File: config.mk
export PLATFORM = sky130hd
export DESIGN_NAME = cpm_top
export DESIGN_NICKNAME = d
export VERILOG_FILES = /design/src/rtl/cpm_pkg.sv /design/src/rtl/cpm_sync.sv /design/src/rtl/cpm_fifo.sv /design/src/rtl/cpm_top.sv
export VERILOG_INCLUDE_DIRS = /design/src /design/src/rtl
export SDC_FILE = /design/constraint.sdc
export NUM_CORES = 1
export LEC_CHECK = 0
export ABC_CLOCK_PERIOD_IN_PS = 5300
export BUFFER_PORTS_ARGS = -buffer_cell sky130_fd_sc_hd__buf_2
export CAP_MARGIN = 20
export CELL_PAD_IN_SITES_DETAIL_PLACEMENT = 1
export CELL_PAD_IN_SITES_GLOBAL_PLACEMENT = 1
export CORE_UTILIZATION = 33
export DETAILED_ROUTE_END_ITERATION = 8
export PLACE_DENSITY_LB_ADDON = 0.1
export SLEW_MARGIN = 20
export SYNTH_ARGS = -nofsm -noshare
export SYNTH_HDL_FRONTEND = slang
export SYNTH_SLANG_ARGS = --single-unit
File: constraint.sdc
create_clock -name core_clk -period 5.3 [get_ports core_clk]
set_input_delay 0.265 -clock core_clk [delete_from_list [all_inputs] [get_ports core_clk]]
set_output_delay 0.265 -clock core_clk [all_outputs]
set_load 0.03 [all_outputs]
File: src/rtl/cpm_regs.svh
// Constants for the codec power-mode control block
`ifndef CPM_REGS_SVH
`define CPM_REGS_SVH
`define CPM_CLK_MHZ 125
`define CPM_REF_WAKE_NS 200000
`define CPM_ADC_WAKE_NS 3000
`define CPM_DAC_WAKE_NS 10000
`define CPM_WAKE_CYC(ns) ((((ns) * `CPM_CLK_MHZ) + 999) / 1000)
`define CPM_BIT_DAC_EN 0
`define CPM_BIT_ADC_EN 1
`define CPM_BIT_REF_EN 2
`define CPM_BIT_CONT 3
`define CPM_BIT_SRC 4
`define CPM_BIT_ADC_ADDR 5
`define CPM_BIT_DAC_ADDR 6
`define CPM_BIT_START 7
`define CPM_LAST_BIT 3'h7
`define CPM_DAC_RESET 8'h00
`define CPM_CODE_ZERO 8'h00
`define CPM_CODE_MAX 8'hff
`define CPM_CODE_STEPS 17'sh0_0100
`endif

File: src/rtl/cpm_pkg.sv
// Types shared by the codec power-mode control block
package cpm_pkg;
  typedef enum logic [2:0] {
    CPM_RX_HUNT = 3'b001,
    CPM_RX_CTRL = 3'b010,
    CPM_RX_DATA = 3'b100
  } cpm_rx_state_t;

  typedef enum logic [4:0] {
    CPM_PWR_OFF = 5'b00001,
    CPM_PWR_REF = 5'b00010,
    CPM_PWR_REF_ADC = 5'b00100,
    CPM_PWR_REF_DAC = 5'b01000,
    CPM_PWR_ALL = 5'b10000
  } cpm_pwr_t;

  typedef struct packed {
    logic cs_n;
    logic sclk;
    logic din;
  } cpm_pins_t;

  typedef struct packed {
    logic reference_power_enable;
    logic adc_power_enable;
    logic dac_power_enable;
  } cpm_enables_t;
endpackage : cpm_pkg

File: src/rtl/cpm_sync.sv
// Two-flop synchroniser for pin inputs
`timescale 1ns/10ps
module cpm_sync #(
  parameter int W = 1
) (
  input wire logic clk, // Core clock
  input wire logic rst_n, // Async reset, active low
  input wire logic [W-1:0] d, // Asynchronous inputs
  output logic [W-1:0] q // Synchronised outputs
);
  logic [W-1:0] meta_q;

  always_ff @(posedge clk or negedge rst_n) begin
    if (!rst_n) begin
      meta_q <= '0;
      q <= '0;
    end else begin
      meta_q <= d;
      q <= meta_q;
    end
  end
endmodule : cpm_sync

File: src/rtl/cpm_fifo.sv
// Parameterised FIFO with valid/ready on both sides
`timescale 1ns/10ps
module cpm_fifo #(
  parameter int WIDTH = 8,
  parameter int DEPTH = 16
) (
  input wire logic clk, // Core clock
  input wire logic rst_n, // Async reset, active low
  input wire logic in_valid, // Write request
  output logic in_ready, // Not full
  input wire logic [WIDTH-1:0] in_data, // Write word
  output logic out_valid, // Not empty
  input wire logic out_ready, // Drain accepts
  output logic [WIDTH-1:0] out_data // Head word
);
  localparam int AW = $clog2(DEPTH);
  logic [WIDTH-1:0] mem_q [DEPTH];
  logic [AW-1:0] wr_q, wr_d, rd_q, rd_d;
  logic [AW:0] cnt_q, cnt_d;
  logic push, pop;

  always_comb begin
    push = in_valid && in_ready;
    pop = out_valid && out_ready;
    wr_d = push ? ((wr_q == AW'(DEPTH - 1)) ? '0 : wr_q + 1'b1) : wr_q;
    rd_d = pop ? ((rd_q == AW'(DEPTH - 1)) ? '0 : rd_q + 1'b1) : rd_q;
    cnt_d = cnt_q + (AW + 1)'(push) - (AW + 1)'(pop);
  end

  assign in_ready = (cnt_q != (AW + 1)'(DEPTH));
  assign out_valid = (cnt_q != '0);
  assign out_data = mem_q[rd_q];

  always_ff @(posedge clk or negedge rst_n) begin
    if (!rst_n) begin
      wr_q <= '0;
      rd_q <= '0;
      cnt_q <= '0;
    end else begin
      wr_q <= wr_d;
      rd_q <= rd_d;
      cnt_q <= cnt_d;
    end
  end

  // Storage needs no reset; count guards reads
  always_ff @(posedge clk) begin
    if (push) begin
      mem_q[wr_q] <= in_data;
    end
  end
endmodule : cpm_fifo

File: src/rtl/cpm_top.sv
// Codec power-mode, input-select and DAC preload control
`timescale 1ns/10ps
`include "cpm_regs.svh"
module cpm_top
  import cpm_pkg::*;
#(
  parameter int REF_WAKE_CYCLES = `CPM_WAKE_CYC(`CPM_REF_WAKE_NS),
  parameter int FIFO_DEPTH = 16,
  parameter int SAMPLE_W = 16
) (
  input wire logic core_clk, // 125 MHz core clock
  input wire logic nrst, // Async reset, active low
  input wire logic link_cs_n, // Chip select pin, active low
  input wire logic link_sclk, // Serial clock pin
  input wire logic link_din, // Serial data pin
  input wire logic signed [SAMPLE_W-1:0] analog_input_pin, // Pin level, half-step units
  input wire logic signed [SAMPLE_W-1:0] half_supply_sample, // Half supply, half-step units
  input wire logic dac_core_ready, // DAC core takes a byte
  output logic reference_power_enable, // Reference on
  output logic adc_power_enable, // ADC on
  output logic dac_power_enable, // DAC on
  output cpm_pwr_t power_state, // Decoded power state
  output logic input_source_select, // 1 half supply, 0 pin
  output logic continuous_conversion_select, // Continuous mode
  output logic [2:0] wake_ready, // Settled: {ref, adc, dac}
  output logic conv_start, // Pulse: conversion begins
  output logic [7:0] adc_code, // Last conversion code
  output logic [7:0] dac_reg, // DAC data register
  output logic [7:0] dac_out_code, // Code driven to DAC core
  output logic dac_fifo_ready // DAC byte FIFO has room
);
  localparam int ADC_WAKE = `CPM_WAKE_CYC(`CPM_ADC_WAKE_NS);
  localparam int DAC_WAKE = `CPM_WAKE_CYC(`CPM_DAC_WAKE_NS);
  localparam int TW = 16;

  logic rst_meta_q, rst_n_q;
  cpm_pins_t pins_raw, pins_s, pins_prev_q;
  cpm_rx_state_t rx_q, rx_d;
  logic [7:0] shift_q, shift_d;
  logic [2:0] cnt_q, cnt_d;
  logic word_done, byte_done, abort, sclk_rise;
  logic [2:0] en_q, en_d;
  logic src_q, src_d, cont_q, cont_d, conv_q, conv_d;
  logic [7:0] dac_reg_q, dac_reg_d, dac_out_q, dac_out_d, code_q, code_d;
  cpm_pwr_t pwr_q, pwr_d;
  logic fifo_in_ready, fifo_out_valid, fifo_ready_q, pop;
  logic [7:0] fifo_out_data;
  logic [2:0] ready_q;
  logic signed [SAMPLE_W-1:0] sample_sel;

  function automatic cpm_pwr_t pwr_decode(input logic [2:0] en);
    if (!en[`CPM_BIT_REF_EN]) begin
      pwr_decode = CPM_PWR_OFF;
    end else if (en[`CPM_BIT_ADC_EN] && en[`CPM_BIT_DAC_EN]) begin
      pwr_decode = CPM_PWR_ALL;
    end else if (en[`CPM_BIT_ADC_EN]) begin
      pwr_decode = CPM_PWR_REF_ADC;
    end else if (en[`CPM_BIT_DAC_EN]) begin
      pwr_decode = CPM_PWR_REF_DAC;
    end else begin
      pwr_decode = CPM_PWR_REF;
    end
  endfunction : pwr_decode

  // Input in half-step units; +1 then halve centres each transition
  function automatic logic [7:0] adc_map(input logic signed [SAMPLE_W-1:0] s);
    logic signed [SAMPLE_W:0] t;
    // A one-bit signed one would read as minus one, so widen it first
    t = ($signed({s[SAMPLE_W-1], s}) + $signed((SAMPLE_W + 1)'(1))) >>> 1;
    if (s < 0) begin
      adc_map = `CPM_CODE_ZERO;
    end else if (t >= `CPM_CODE_STEPS) begin
      adc_map = `CPM_CODE_MAX;
    end else begin
      adc_map = t[7:0];
    end
  endfunction : adc_map

  // Reset release through two flops
  always_ff @(posedge core_clk or negedge nrst) begin
    if (!nrst) begin
      rst_meta_q <= 1'b0;
      rst_n_q <= 1'b0;
    end else begin
      rst_meta_q <= 1'b1;
      rst_n_q <= rst_meta_q;
    end
  end

  assign pins_raw = '{cs_n: link_cs_n, sclk: link_sclk, din: link_din};

  cpm_sync #(.W(3)) u_pin_sync (
    .clk(core_clk),
    .rst_n(rst_n_q),
    .d(pins_raw),
    .q(pins_s)
  );

  // Serial receiver
  always_comb begin
    rx_d = rx_q;
    shift_d = shift_q;
    cnt_d = cnt_q;
    word_done = 1'b0;
    byte_done = 1'b0;
    abort = 1'b0;
    sclk_rise = pins_s.sclk && !pins_prev_q.sclk;
    if (pins_s.cs_n) begin
      abort = !pins_prev_q.cs_n && (rx_q == CPM_RX_CTRL);
      rx_d = CPM_RX_HUNT;
      cnt_d = '0;
    end else if (sclk_rise) begin
      unique case (rx_q)
        CPM_RX_HUNT: begin
          if (pins_s.din) begin
            shift_d = 8'h01;
            cnt_d = 3'h1;
            rx_d = CPM_RX_CTRL;
          end
        end
        CPM_RX_CTRL: begin
          shift_d = {shift_q[6:0], pins_s.din};
          cnt_d = cnt_q + 1'b1;
          if (cnt_q == `CPM_LAST_BIT) begin
            word_done = 1'b1;
            rx_d = shift_d[`CPM_BIT_DAC_ADDR] ? CPM_RX_DATA : CPM_RX_HUNT;
          end
        end
        CPM_RX_DATA: begin
          shift_d = {shift_q[6:0], pins_s.din};
          cnt_d = cnt_q + 1'b1;
          if (cnt_q == `CPM_LAST_BIT) begin
            byte_done = 1'b1;
            rx_d = cont_q ? CPM_RX_DATA : CPM_RX_HUNT;
          end
        end
      endcase
    end
  end

  always_ff @(posedge core_clk or negedge rst_n_q) begin
    if (!rst_n_q) begin
      rx_q <= CPM_RX_HUNT;
      shift_q <= '0;
      cnt_q <= '0;
      pins_prev_q <= '{cs_n: 1'b1, sclk: 1'b0, din: 1'b0};
    end else begin
      rx_q <= rx_d;
      shift_q <= shift_d;
      cnt_q <= cnt_d;
      pins_prev_q <= pins_s;
    end
  end

  // Control word application and conversion start
  always_comb begin
    en_d = en_q;
    src_d = src_q;
    cont_d = cont_q;
    conv_d = 1'b0;
    if (abort) begin
      en_d = '0;
      cont_d = 1'b0;
    end else if (word_done) begin
      en_d[`CPM_BIT_DAC_EN] = shift_d[`CPM_BIT_DAC_EN];
      en_d[`CPM_BIT_ADC_EN] = shift_d[`CPM_BIT_ADC_EN];
      en_d[`CPM_BIT_REF_EN] = shift_d[`CPM_BIT_REF_EN];
      src_d = shift_d[`CPM_BIT_SRC];
      cont_d = shift_d[`CPM_BIT_CONT];
      // Waking or mux-changing word only sets up acquisition
      conv_d = shift_d[`CPM_BIT_ADC_ADDR] && shift_d[`CPM_BIT_ADC_EN]
               && en_q[`CPM_BIT_ADC_EN] && (shift_d[`CPM_BIT_SRC] == src_q);
    end
    pwr_d = pwr_decode(en_d);
  end

  always_ff @(posedge core_clk or negedge rst_n_q) begin
    if (!rst_n_q) begin
      en_q <= '0;
      src_q <= 1'b0;
      cont_q <= 1'b0;
      conv_q <= 1'b0;
      pwr_q <= CPM_PWR_OFF;
    end else begin
      en_q <= en_d;
      src_q <= src_d;
      cont_q <= cont_d;
      conv_q <= conv_d;
      pwr_q <= pwr_d;
    end
  end

  // DAC bytes buffered; the DAC core drains at its own pace
  cpm_fifo #(.WIDTH(8), .DEPTH(FIFO_DEPTH)) u_dac_fifo (
    .clk(core_clk),
    .rst_n(rst_n_q),
    .in_valid(byte_done),
    .in_ready(fifo_in_ready),
    .in_data(shift_d),
    .out_valid(fifo_out_valid),
    .out_ready(dac_core_ready),
    .out_data(fifo_out_data)
  );

  assign pop = fifo_out_valid && dac_core_ready;
  assign sample_sel = src_q ? half_supply_sample : analog_input_pin;

  // DAC register, output code and ADC result
  always_comb begin
    dac_reg_d = dac_reg_q;
    code_d = code_q;
    if (abort) begin
      dac_reg_d = `CPM_DAC_RESET;
    end else if (pop) begin
      dac_reg_d = fifo_out_data;
    end
    // Output holds zero while off, preload appears on enable
    dac_out_d = en_d[`CPM_BIT_DAC_EN] ? dac_reg_d : `CPM_DAC_RESET;
    if (conv_q) begin
      code_d = adc_map(sample_sel);
    end
  end

  always_ff @(posedge core_clk or negedge rst_n_q) begin
    if (!rst_n_q) begin
      dac_reg_q <= `CPM_DAC_RESET;
      dac_out_q <= `CPM_DAC_RESET;
      code_q <= `CPM_CODE_ZERO;
      fifo_ready_q <= 1'b0;
    end else begin
      dac_reg_q <= dac_reg_d;
      dac_out_q <= dac_out_d;
      code_q <= code_d;
      fifo_ready_q <= fifo_in_ready;
    end
  end

  // Wake-up timers, one per enable
  for (genvar i = 0; i < 3; i++) begin : g_wake
    localparam int LIM = (i == `CPM_BIT_REF_EN) ? REF_WAKE_CYCLES
                       : (i == `CPM_BIT_ADC_EN) ? ADC_WAKE : DAC_WAKE;
    logic [TW-1:0] tmr_q, tmr_d;
    logic rdy_d;
    always_comb begin
      tmr_d = '0;
      rdy_d = 1'b0;
      if (en_q[i]) begin
        rdy_d = (tmr_q >= TW'(LIM));
        tmr_d = rdy_d ? tmr_q : tmr_q + 1'b1;
      end
    end
    always_ff @(posedge core_clk or negedge rst_n_q) begin
      if (!rst_n_q) begin
        tmr_q <= '0;
        ready_q[i] <= 1'b0;
      end else begin
        tmr_q <= tmr_d;
        ready_q[i] <= rdy_d;
      end
    end
  end

  assign reference_power_enable = en_q[`CPM_BIT_REF_EN];
  assign adc_power_enable = en_q[`CPM_BIT_ADC_EN];
  assign dac_power_enable = en_q[`CPM_BIT_DAC_EN];
  assign power_state = pwr_q;
  assign input_source_select = src_q;
  assign continuous_conversion_select = cont_q;
  assign wake_ready = ready_q;
  assign conv_start = conv_q;
  assign adc_code = code_q;
  assign dac_reg = dac_reg_q;
  assign dac_out_code = dac_out_q;
  assign dac_fifo_ready = fifo_ready_q;
endmodule : cpm_top

Yosys cells after proc, flatten, opt, wreduce, memory -nomap -nowiden
Memories as Yosys holds them, arrays and structs flattened.
Index checks and enable logic that the tools add are counted.
{ "totals": {"out_inout_bits": 39, "n_memories": 1, "ramBits": 128, "wordCells": 127, "in_bits": 38, "reg_bits": 124} }
{ "classes": {"n_reduce_logical": 17, "muxes": 53, "bitwise": 1, "n_addsub": 9, "magnitude_cmp": 5, "n_eq_ne": 14} }
{ "memory_table": {"columns": ["name", "words", "word_bits", "rd", "rd_clocked_by_memory_dff", "wr", "line", "rtl"], "rows": [
  ["u_dac_fifo.mem_q", 16, 8, 1, 0, 1, "cpm_fifo.sv:17", "logic [WIDTH-1:0] mem_q [DEPTH];"]
]} }
{ "ops": {"columns": ["operator", "n"], "rows": [
  ["two-way mux 16 bit", 7],
  ["two-way mux 8 bit", 8],
  ["adder 16 x 1 -> 16 bit, second input constant", 3],
  ["two-way mux 3 bit", 12],
  ["adder 16 x 2 -> 17 bit, second input constant", 1],
  ["two-way mux 1 bit", 17],
  ["greater-or-equal comparator 16 x 10 -> 1 bit, second input constant", 1],
  ["greater-or-equal comparator 16 x 11 -> 1 bit, second input constant", 1],
  ["greater-or-equal comparator 16 x 15 -> 1 bit, second input constant", 1],
  ["greater-or-equal comparator 16 x 9 -> 1 bit, second input constant", 1],
  ["< comparator 16 x 1 -> 1 bit, second input constant", 1],
  ["two-way mux 4 bit", 4],
  ["one-hot mux 8 bit (2 select lines)", 1],
  ["two-way mux 5 bit", 2],
  ["one-hot mux 3 bit (3 select lines)", 1],
  ["adder 4 x 1 -> 4 bit, second input constant", 2],
  ["== test 4 bit, second input constant", 2],
  ["logical AND 1 bit", 8],
  ["== test 3 bit, second input constant", 2],
  ["inequality test 2 bit, second input constant", 3],
  ["inequality test 3 x 1 -> 1 bit, second input constant", 2],
  ["one-hot mux 3 bit (2 select lines)", 1],
  ["adder 5 x 1 -> 5 bit", 1],
  ["inequality test 5 bit, second input constant", 1],
  ["other kinds (13)", 16]
]} }

Depth between registers and ports, before layout
Gate-level depths: netlist (run 1).
{ "depth": {"ltp_word": 11, "depth_mapped": 15, "depth_no_buf": 14} }

Hierarchy
Synthesis (run 1) repeated with hierarchy kept, for this count alone.
{ "unflattened": {"hier_cells": 843, "hier_area_um2": 11285.8} }
{ "modules_own_cells": {"columns": ["mod", "area_per_inst_um2", "n_inst", "seq_area_each_um2", "cells_per_inst"], "rows": [
  ["cpm_fifo", 5895.7, 1, 4169.0, 325],
  ["cpm_top", 5240.0, 1, 2631.3, 512],
  ["cpm_sync", 150.1, 1, 150.1, 6]
]} }

Least setup slack after synthesis (run 1)
OpenSTA, ideal clock, no wires.
{ "synth_path": {"path_kind": "reg2reg", "from": "reg u_dac_fifo.cnt_q[3]", "to": "reg u_dac_fifo.cnt_q[4]", "path_stages_with_launch": 16, "n_path_buf": 1, "path_slack_ps": 2759, "required_ps": 5175, "synth_period_minus_slack_ps": 2541, "setup_time_ps": 125, "t_arrival_ps": 2416, "path_cell_list": "dfrtp_1 inv_1 ha_1 inv_1 o41a_1 clkbuf_1 ha_1 inv_1 ha_1 inv_1 fa_1 inv_1 a21oi_1 nor2_1 nor2_1 xnor2_1"} }
{ "synth_between": {"elab_chain_len": 4, "elab_cells_between_ends": 6, "classes_between": "add/sub (2); eq/ne (1); reduce/logical (3)"} }
{ "synth_lines": {"columns": ["element", "line", "rtl"], "rows": [
  ["start: declaration", "cpm_fifo.sv:19", "logic [AW:0] cnt_q, cnt_d;"],
  ["start signal: assignment", "cpm_fifo.sv:42", "cnt_q <= cnt_d;"],
  ["inequality test 5 bit", "cpm_fifo.sv:30", "assign in_ready = (cnt_q != (AW + 1)'(DEPTH));"],
  ["logical AND 1 bit", "cpm_fifo.sv:23", "push = in_valid && in_ready;"],
  ["adder 5 x 1 -> 5 bit", "cpm_fifo.sv:27", "cnt_d = cnt_q + (AW + 1)'(push) - (AW + 1)'(pop);"],
  ["subtractor 5 x 1 -> 5 bit (*)", "cpm_fifo.sv:27", null],
  ["via u_dac_fifo.cnt_d[4]", "cpm_fifo.sv:19", null]
]} }
Mark *: on every way through the listed nets, which the timed path passes. The rest lies on a longest branch.
A chain may end at the register's enable or synchronous reset.

Worst setup path in the final report (run 1)
{ "layout_path": {"from": "reg u_pin_sync.q[2]", "to": "mem u_dac_fifo.mem_q[15][0], enable pin"} }
{ "layout_between": {"elab_chain_len": 4} }
{ "layout_lines": {"columns": ["element", "line", "rtl"], "rows": [
  ["start: declaration", "cpm_sync.sv:9", "output logic [W-1:0] q"],
  ["start signal: assignment", "cpm_sync.sv:19", "q <= meta_q;"],
  ["two-way mux 1 bit", "cpm_top.sv:108", "if (pins_s.cs_n) begin"],
  ["logical AND 1 bit", "cpm_fifo.sv:23", null],
  ["two-way mux 1 bit", "cpm_fifo.sv:48", "if (push) begin"],
  ["two-way mux 1 bit (not written as such)", "cpm_fifo.sv:49", "mem_q[wr_q] <= in_data;"],
  ["end: declaration", "cpm_fifo.sv:17", null]
]} }
Every way passes these cells.

==> results of run 1 <==
==> metrics by stage <==
step                power [mW]  area (um^2)  hold WS [ns]  util [%]  setup slack, ns
detailed placement        3.10        11700        0.0589      36.6             2.30
global placement          3.07        11700        0.0549      36.6             2.36
floorplan                 2.86        10800       -0.0306         -             1.59
CTS                       5.36        12800         0.233      40.2             2.29
global route              5.51        12800         0.275      40.3             2.32
finish                    5.27        12800         0.242      40.3             2.59
==> power by group <==
| group | internal [mW] | switching [mW] | leakage [nW] |
|---|---|---|---|
| combinational | 0.345 | 0.420 | 1.78 |
| clock | 1.41 | 0.821 | 0.527 |
| sequential | 2.14 | 0.133 | 2.80 |
==> kinds of logic after synthesis <==
group / count (synthesis) / share of synthesized area (%)
xor+xnor: 24 / 1.94
buf+inv: 60 / 2.34
compound gates: 104 / 6.72
fa+ha+maj: 20 / 2.38
mux: 65 / 9.78
other cells: 1 / 0.0347
flops: 252 / 64.2
simple gates: 249 / 12.6
==> tightest hold or removal path: stages <==
cell and delay [ns]:
buf_2 0.09, mux2i_1 0.07, xnor2_1 0.16, a311o_1 0.16
==> area by class of cell <==
class                   count  area, um^2  share of cell area (%)
flip-flops and latches    252        6960                    54.2
multi-input cells         463        3650                    28.4
clock buffers              34         786                    6.12
well taps                 435         544                    4.24
repair buffers             89         494                    3.85
clock inverters            22         307                    2.39
inverters                  29         109                   0.847
==> worst paths after layout <==
check,start,end,slack [ns]
max reg2reg,u_pin_sync.q[2],u_dac_fifo.mem_q[15][0],2.59
max,u_pin_sync.q[2],u_dac_fifo.mem_q[15][0],2.59
max in group asynchronous,rst_n_q,g_wake[1].tmr_q[4],3.81
min,analog_input_pin[8],adc_code[7],0.24
min reg2reg,rst_meta_q,rst_n_q,0.35
min in group asynchronous,rst_n_q,g_wake[2].tmr_q[12],0.36
==> metal layers <==
| layer | wire length (um) | vias up | track usage [%] |
|---|---|---|---|
| li1 | - | 3057 | - |
| met1 | 11400 | 3409 | 21.4 |
| met2 | 12100 | 152 | 25.6 |
| met3 | 1260 | 42 | 2.74 |
| met4 | 590 | 0 | 4.47 |
| met5 | 0 | - | 0 |
==> synthesized netlist by cell type (all sizes together) (2+ instances only) <==
library cell and count:
a211oi 3, a21boi 2, a21o 6, a21oi 26
a221oi 9, a22o 4, a311o 7, a31oi 4
a32o 2, and2 41, and3 5, buf 13
clkbuf 18, dfrtp 121, dfstp 3, edfxtp 128
ha 19, inv 29, mux2 6, mux2i 27
mux4 32, nand2 56, nand2b 14, nand3 21
nand4 8, nand4b 3, nor2 36, nor2b 17
nor3 15, nor3b 4, nor4 6, nor4b 6
o21a 3, o21ai 17, o22ai 10, o31ai 4
or2 2, or3 7, or4 5, xnor2 14
xor2 10
==> run metrics, run 1 <==
Fin Setup TNS=0 ns; antenna violations before repair=0; Die X-Extent=183 um; drt initial violations=272; Post-route DRC=0; top cells by area, synth=edfxtp_1 36%, dfrtp_1 28%, mux4_2 6.7%; Critical path buffers and inverters=1; CP most frequent cell=nand2_1; drt first pass iters=5; Reg with most FFs=u_dac_fifo.mem_q; IO buf count=76; htree depth=1; top cell type's share of synthesized area=35.5%; layout cell share with drive strength beyond 1=21.7%; Setup crit start kind=flop; CTS Buf Count=30; family with the most delay on the worst path=simple AND/OR/NAND/NOR gates; Yosys cell types=63; Longest Clk Path Bufs=3; Setup Buffers After CTS=0; # nets final=923; Post-DP HPWL=17100 um; grt ovf=0; Worst-path clk slew=0.06 ns; filler instances=3307; largest net degree at the start of global routing=79; clock sink count=252; Vias=6660; max reg flops=128; Yosys top cell by area=edfxtp_1; ys flop type=edfxtp_1; critical path class=reg2reg; GRT Total Usage=15.7%; CP arrival=2.89 ns; status=finished clean; routed wire length=25300 um; CTS root buf=clkbuf_16; critical path peak fanout=11; Synth-to-Final Area Change=18.7%; syn_area_per_cell=14.0 um^2; leakage power total=5.11 nW; critical path's slowest cell=nor2_1; VDD IR-drop max=0.000407 V; f_max=369 MHz; number of global-route vias before repair=7166; ys async rst share=49.2%; Critical Path RT=5.48 ns; max-cap violation count=0; Avg WL per Cell=19.1 um; synthesis-stage register bit count=252; hold path depth=4; Die ar.=0.0335 mm^2; Post-synth EDFFs=128; Yosys warnings=0; Non-Filler Instances=1324; RSZ-0062 raised after global routing=no; placed insts=1263; # diodes=0; row cnt=65; Mapped Area=0.0108 mm^2; Die Y-Extent=183 um; IO Pins=77; post-cts repair resize count=0; Gate Count Post-Synth=775; R2R depth=6; Slew Viols, Final=0; CP Cell Sequence=nor4b_4 > nand2_1 > nor3b_1 > buf_4 > nand2_1 > nor2_1; Finish-stage setup viols=0; core area=0.0319 mm^2; CP max stage delay=0.69 ns; Stages on worst setup path=6; Final GP Congestion=0.815; Top Registers=u_dac_fifo.mem_q (128), g_wake.tmr_q (48); crit end category=flop; clk_lat worst skew=0.56 ns; ANT nets after route=0; first-pass GRT wire length=40800 um; period utilization=51.2%; CTS Hold Buffers Added=5; commonest non-fill, non-tap cells in the layout=128 x edfxtp_1, 118 x dfrtp_1, 76 x buf_2; Slew HR=38.9%; worst slew pin tran=0.916 ns; sequential share of the synthesized area=64.2%; Tmin final=2.71 ns; syn_nets=833; power density cells=410 mW/mm^2; CTS tree=done; Initial Util=33.9%; most common cell after layout, fill and taps aside=edfxtp_1; Fin Clk Skew=0.0185 ns; Hold Vio Cnt, Final=0; Hold Crit Class=in2reg; DR vias/cell=5.03
No activity file was read; power rests on OpenSTA's default activity.
==> inputs of run 2 (changes only) <==
--- a/config.mk
+++ b/config.mk
@@ -6,7 +6,7 @@
 export SDC_FILE = /design/constraint.sdc
 export NUM_CORES = 1
 export LEC_CHECK = 0
-export ABC_CLOCK_PERIOD_IN_PS = 5300
+export ABC_CLOCK_PERIOD_IN_PS = 2570
 export BUFFER_PORTS_ARGS = -buffer_cell sky130_fd_sc_hd__buf_2
 export CAP_MARGIN = 20
 export CELL_PAD_IN_SITES_DETAIL_PLACEMENT = 1
==> constraint.sdc (replaced) <==
create_clock -name core_clk -period 2.57 [get_ports core_clk]
set_input_delay 0.1285 -clock core_clk [delete_from_list [all_inputs] [get_ports core_clk]]
set_output_delay 0.1285 -clock core_clk [all_outputs]
set_load 0.03 [all_outputs]
==> run 2 against run 1 <==
  * Sequential cell count unchanged
  * Setup slack worse by 2.4 ns
  * Sequential power up 100%
  * Via count up 0.47%
  * Clock power up 75%
  * Utilization up 0.32 points
  * Fmax up 13%
  * Design area up 0.80%
  * Sequential share of layout area down 0.44 points
  * Clock-buffer cell count up 3
  * Combinational power up 130%
  * Total power up 96%
  * Critical path type unchanged
  * Largest power group unchanged
  * Highest routed layer unchanged
==> run metrics, run 2 (synthesized netlist as in run 1, its figures left out) <==
GRT Total Usage=15.4%; critical path peak fanout=2; largest net degree at the start of global routing=50; # nets final=958; Setup Buffers After CTS=0; Post-DP HPWL=17600 um; Reg with most FFs=u_dac_fifo.mem_q; max-cap violation count=0; Int Power=7.50 mW; number of global-route vias before repair=7249; Vias=6691; f_max=415 MHz; commonest non-fill, non-tap cells in the layout=128 x edfxtp_1, 119 x dfrtp_1, 76 x buf_2; sw frac=27.2%; grt ovf=0; status=finished clean; Sw Pwr=2.80 mW; # diodes=0; row cnt=65; Hold Crit Class=in2reg; Slew HR=46.8%; CTS tree=done; CTS root buf=clkbuf_16; VDD IR-drop max=0.000456 V; Clk pwr share=37.9%; period utilization=93.7%; Fin Clk Skew=0.0146 ns; Fin Setup TNS=0 ns; Tmin final=2.41 ns; ANT nets after route=0; Comb pwr share=17.2%; Avg WL per Cell=18.6 um; placed cell areas=0.0120 mm^2; register share of total power=44.9%; crit end category=flop; first-pass GRT wire length=40400 um; leakage power total=5.22 nW; Longest Clk Path Bufs=3; Synth-to-Final Area Change=19.7%; Post-route DRC=0; Top Registers=u_dac_fifo.mem_q (128), g_wake.tmr_q (48); drt first pass iters=4; clock sink count=252; critical path class=reg2reg; RSZ-0062 raised after global routing=yes; Final Power=10.3 mW; Initial Util=33.9%; Worst-path clk slew=0.06 ns; design area=0.0129 mm^2; Final GP Congestion=0.767; layout cell share with drive strength beyond 1=23.8%; antenna violations before repair=0; clk_lat worst skew=0.54 ns; most common cell after layout, fill and taps aside=edfxtp_1; DR vias/cell=4.93; IO buf count=76; htree depth=1; max reg flops=128; CTS Buf Count=29; Critical Path RT=2.99 ns; Die ar.=0.0335 mm^2; CP arrival=2.83 ns; core area=0.0319 mm^2; routed wire length=25200 um; Finish-stage setup viols=0; worst slew pin tran=0.797 ns; Hold Vio Cnt, Final=0; Die X-Extent=183 um; drt initial violations=311; Slew Viols, Final=0; power density cells=795 mW/mm^2; IO Pins=77; Setup crit start kind=flop; Die Y-Extent=183 um
[run 2: cell count changes in the layout (fill, tap and decap cells not counted), moves of 2 or more]
cell       before  now
nor3_1         11   15
buf_4           7   41
clkinv_1        4    6
buf_12          0    3
bufinv_16       7    0
nor3_2          4    0
[run 2: timing repair]
item                                    in CTS  in global routing
resized for setup                            0                  3
endpoints found under the setup margin       0                 13
endpoints found under the hold margin        5                  0
hold buffers                                 5                  0
[run 2: worst paths after layout]
path | depth (start not counted) | endpoint | startpoint | slack, ns
setup / recovery | 14 | u_dac_fifo.cnt_q[4] | u_dac_fifo.cnt_q[2] | 0.16
hold / removal | 4 | adc_code[0] | analog_input_pin[1] | 0.14
setup reg to reg | 14 | u_dac_fifo.cnt_q[4] | u_dac_fifo.cnt_q[2] | 0.16
hold reg to reg | 0 | u_dac_fifo.wr_q[3] | rst_n_q | 0.29
max in group asynchronous | 1 | rx_q[0] | rst_n_q | 1.53
min in group asynchronous | 0 | u_dac_fifo.wr_q[3] | rst_n_q | 0.29
[run 2: routing by layer]
layer | vias to the layer above | GRT usage [%] | wire, um
li1 | 3110 | - | -
met1 | 3431 | 20.9 | 11700
met2 | 116 | 26.1 | 12200
met3 | 34 | 2.32 | 974
met4 | 0 | 3.70 | 391
met5 | - | 0 | 0
[run 2: worst max-delay path: stages, from the launching register on]
cell,delay (ns)
dfrtp_1,0.38
inv_1,0.08
ha_1,0.17
inv_1,0.05
o41a_1,0.33
ha_1,0.28
inv_1,0.06
ha_1,0.15
inv_1,0.06
fa_2,0.35
inv_1,0.06
a21oi_1,0.05
nor2_1,0.09
nor2_1,0.06
xnor2_1,0.12
[run 2: per-stage QoR]
| stage | setup slack, ns | utilization, % | hold slack (ns) | std cells |
|---|---|---|---|---|
| final | 0.163 | 40.6 | 0.139 | 1357 |
| after global routing | -0.0182 | 40.6 | 0.154 | 1357 |
| after CTS | 0.0923 | 40.6 | 0.103 | 1357 |
| after detailed placement | 0.112 | 37.6 | -0.0819 | 1299 |
| after global placement | 0.170 | 37.6 | -0.0854 | 1299 |
| after floorplan | 0.0288 | - | -0.167 | 775 |
[run 2: cell type report]
class / count / area, um^2
Clock buffer: 37 / 828
Clock inverter: 16 / 88.8
Fill cell: 3374 / 18900
Inverter: 29 / 109
Multi-Input combinational cell: 463 / 3620
Sequential cell: 252 / 6960
Tap cell: 435 / 544
Timing Repair Buffer: 125 / 798
[run 2: power by group through the flow]
stage          Sequential, mW  Clock (mW)  Combinational (mW)
2_1_floorplan            4.73           0                1.17
3_3_place_gp             4.70           0                1.74
3_5_place_dp             4.71           0                1.80
4_1_cts                  4.63        4.04                1.82
5_1_grt                  4.66        4.19                1.96
6_report                 4.63        3.90                1.77
==> inputs of run 3 (changes only) <==
--- a/config.mk
+++ b/config.mk
@@ -11,7 +11,7 @@
 export CAP_MARGIN = 20
 export CELL_PAD_IN_SITES_DETAIL_PLACEMENT = 1
 export CELL_PAD_IN_SITES_GLOBAL_PLACEMENT = 1
-export CORE_UTILIZATION = 33
+export CORE_UTILIZATION = 45
 export DETAILED_ROUTE_END_ITERATION = 8
 export PLACE_DENSITY_LB_ADDON = 0.1
 export SLEW_MARGIN = 20
==> run 3 against run 2 <==
  * Non-clock buffer count fell by 3
  * Critical path depth did not move
  * Die area fell by 26%
  * Fmax fell by 0.87%
  * Clock power fell by 5.4%
  * Clock-buffer cell count fell by 10
  * Hold slack got worse by 0.015 ns
  * Global-route usage rose by 5.5 points
  * Via count rose by 1.3%
  * Wire length fell by 3.3%
==> run metrics, run 3 (synthesized netlist as in run 1, its figures left out) <==
Top Registers=u_dac_fifo.mem_q (128), g_wake.tmr_q (48); routed wire length=24400 um; max-cap violation count=0; leakage power total=5.16 nW; family with the most delay on the worst path=adder cells; Reg with most FFs=u_dac_fifo.mem_q; hold path depth=4; Worst-path clk slew=0.06 ns; number of global-route vias before repair=7402; critical path peak fanout=2; antenna violations before repair=0; layout cell share with drive strength beyond 1=24.2%; largest net degree at the start of global routing=46; drt first pass iters=4; Non-Filler Instances=1235; Slew HR=49.9%; CP max stage delay=0.39 ns; critical path's slowest cell=dfrtp_1; core area=0.0235 mm^2; Post-DP HPWL=16700 um; Fin Setup TNS=0 ns; commonest non-fill, non-tap cells in the layout=128 x edfxtp_1, 119 x dfrtp_1, 76 x buf_2; Fin Clk Skew=0.0220 ns; htree depth=1; placed cell areas=0.0118 mm^2; Die ar.=0.0247 mm^2; critical path class=reg2reg; Critical path buffers and inverters=5; Longest Clk Path Bufs=3; Initial Util=46.0%; Synth-to-Final Area Change=17.6%; worst slew pin tran=0.752 ns; Hold Crit Class=in2reg; most common cell after layout, fill and taps aside=edfxtp_1; IO Pins=77; ANT nets after route=0; row cnt=56; Avg WL per Cell=19.8 um; drt initial violations=234; post-layout util=54.1%; CTS Buf Count=27; CP most frequent cell=inv_2; CTS root buf=clkbuf_16; CTS tree=done; power density cells=794 mW/mm^2; Finish-stage setup viols=0; Die Y-Extent=157 um; clock sink count=252; CP Cell Sequence=inv_2 > ha_4 > inv_2 > o41a_1 > ha_1 > inv_1 > ha_2 > inv_2 > fa_2 > inv_2 > a21oi_2 > nor2_1 > nor2_1 > xnor2_1; R2R depth=14; VDD IR-drop max=0.000685 V; Critical Path RT=2.98 ns; Tmin final=2.43 ns; Die X-Extent=157 um; RSZ-0062 raised after global routing=yes; CP arrival=2.83 ns; # diodes=0; f_max=412 MHz; Final Power=10.1 mW; register area=0.00696 mm^2; DR vias/cell=5.49; Post-route DRC=0; # nets final=953; area of the multi-input gates=0.00364 mm^2; grt ovf=0; Vias=6776; first-pass GRT wire length=39600 um; Setup crit start kind=flop; placed insts=1179; Slew Viols, Final=0; Stages on worst setup path=14; GRT Total Usage=21.0%; Hold Vio Cnt, Final=0; period utilization=94.5%; clk_lat worst skew=0.54 ns; status=finished clean; filler instances=2411; crit end category=flop; IO buf count=76; Final GP Congestion=0.828; max reg flops=128; design area=0.0127 mm^2
## run 3: stage by stage
step,hold WS [ns],setup slack (ns)
3_3_place_gp,-0.0842,0.182
3_5_place_dp,-0.0836,0.00375
6_report,0.123,0.142
5_1_grt,0.158,-0.0158
4_1_cts,0.0836,0.0552
2_1_floorplan,-0.167,0.0288
## run 3: area by class of cell
type	instances	share of cell area, %
sequential	252	54.7
timing repair buffer	122	6.10
clock buffer	27	5.31
tap	319	3.14
inverter	29	0.855
multi-input combinational	463	28.6
clock inverter	23	1.38
## run 3: final timing paths
| kind | startpoint | endpoint | slack, ns |
|---|---|---|---|
| min in group asynchronous | rst_n_q | shift_q[7] | 0.30 |
| worst min-delay path | analog_input_pin[8] | adc_code[7] | 0.12 |
| worst max-delay path | u_dac_fifo.cnt_q[2] | u_dac_fifo.cnt_q[4] | 0.14 |
| worst min register to register | rst_n_q | shift_q[7] | 0.30 |
| worst max register to register | u_dac_fifo.cnt_q[2] | u_dac_fifo.cnt_q[4] | 0.14 |
| max in group asynchronous | rst_n_q | pins_prev_q[2] | 1.49 |
## run 3: power breakdown
part,total [mW],internal (mW),switching (mW),leakage [nW]
clock,3.69,2.12,1.57,0.416
combinational,1.85,0.810,1.04,1.94
sequential,4.55,4.42,0.138,2.80
## run 3: timing repair
item | CTS | global route
hold buffers | 5 | 0
resized for setup | 1 | 9
hold endpoints to repair | 5 | 0
buffers inserted | 0 | 1
endpoints found under the setup margin | 1 | 1
## run 3: worst min-delay path, cell delays in order
cell,delay (ns)
buf_2,0.09
mux2i_1,0.07
xnor2_1,0.16
a311o_1,0.16
## run 3: routing by layer
metal	share of wire [%]	GRT usage, %	vias to the layer above	routed length, um
met5	0	0	-	0
met4	1.8	4.72	0	446
met3	4.9	4.10	32	1200
met2	51	37.4	139	12400
met1	42	26.4	3492	10400
li1	-	-	3113	-
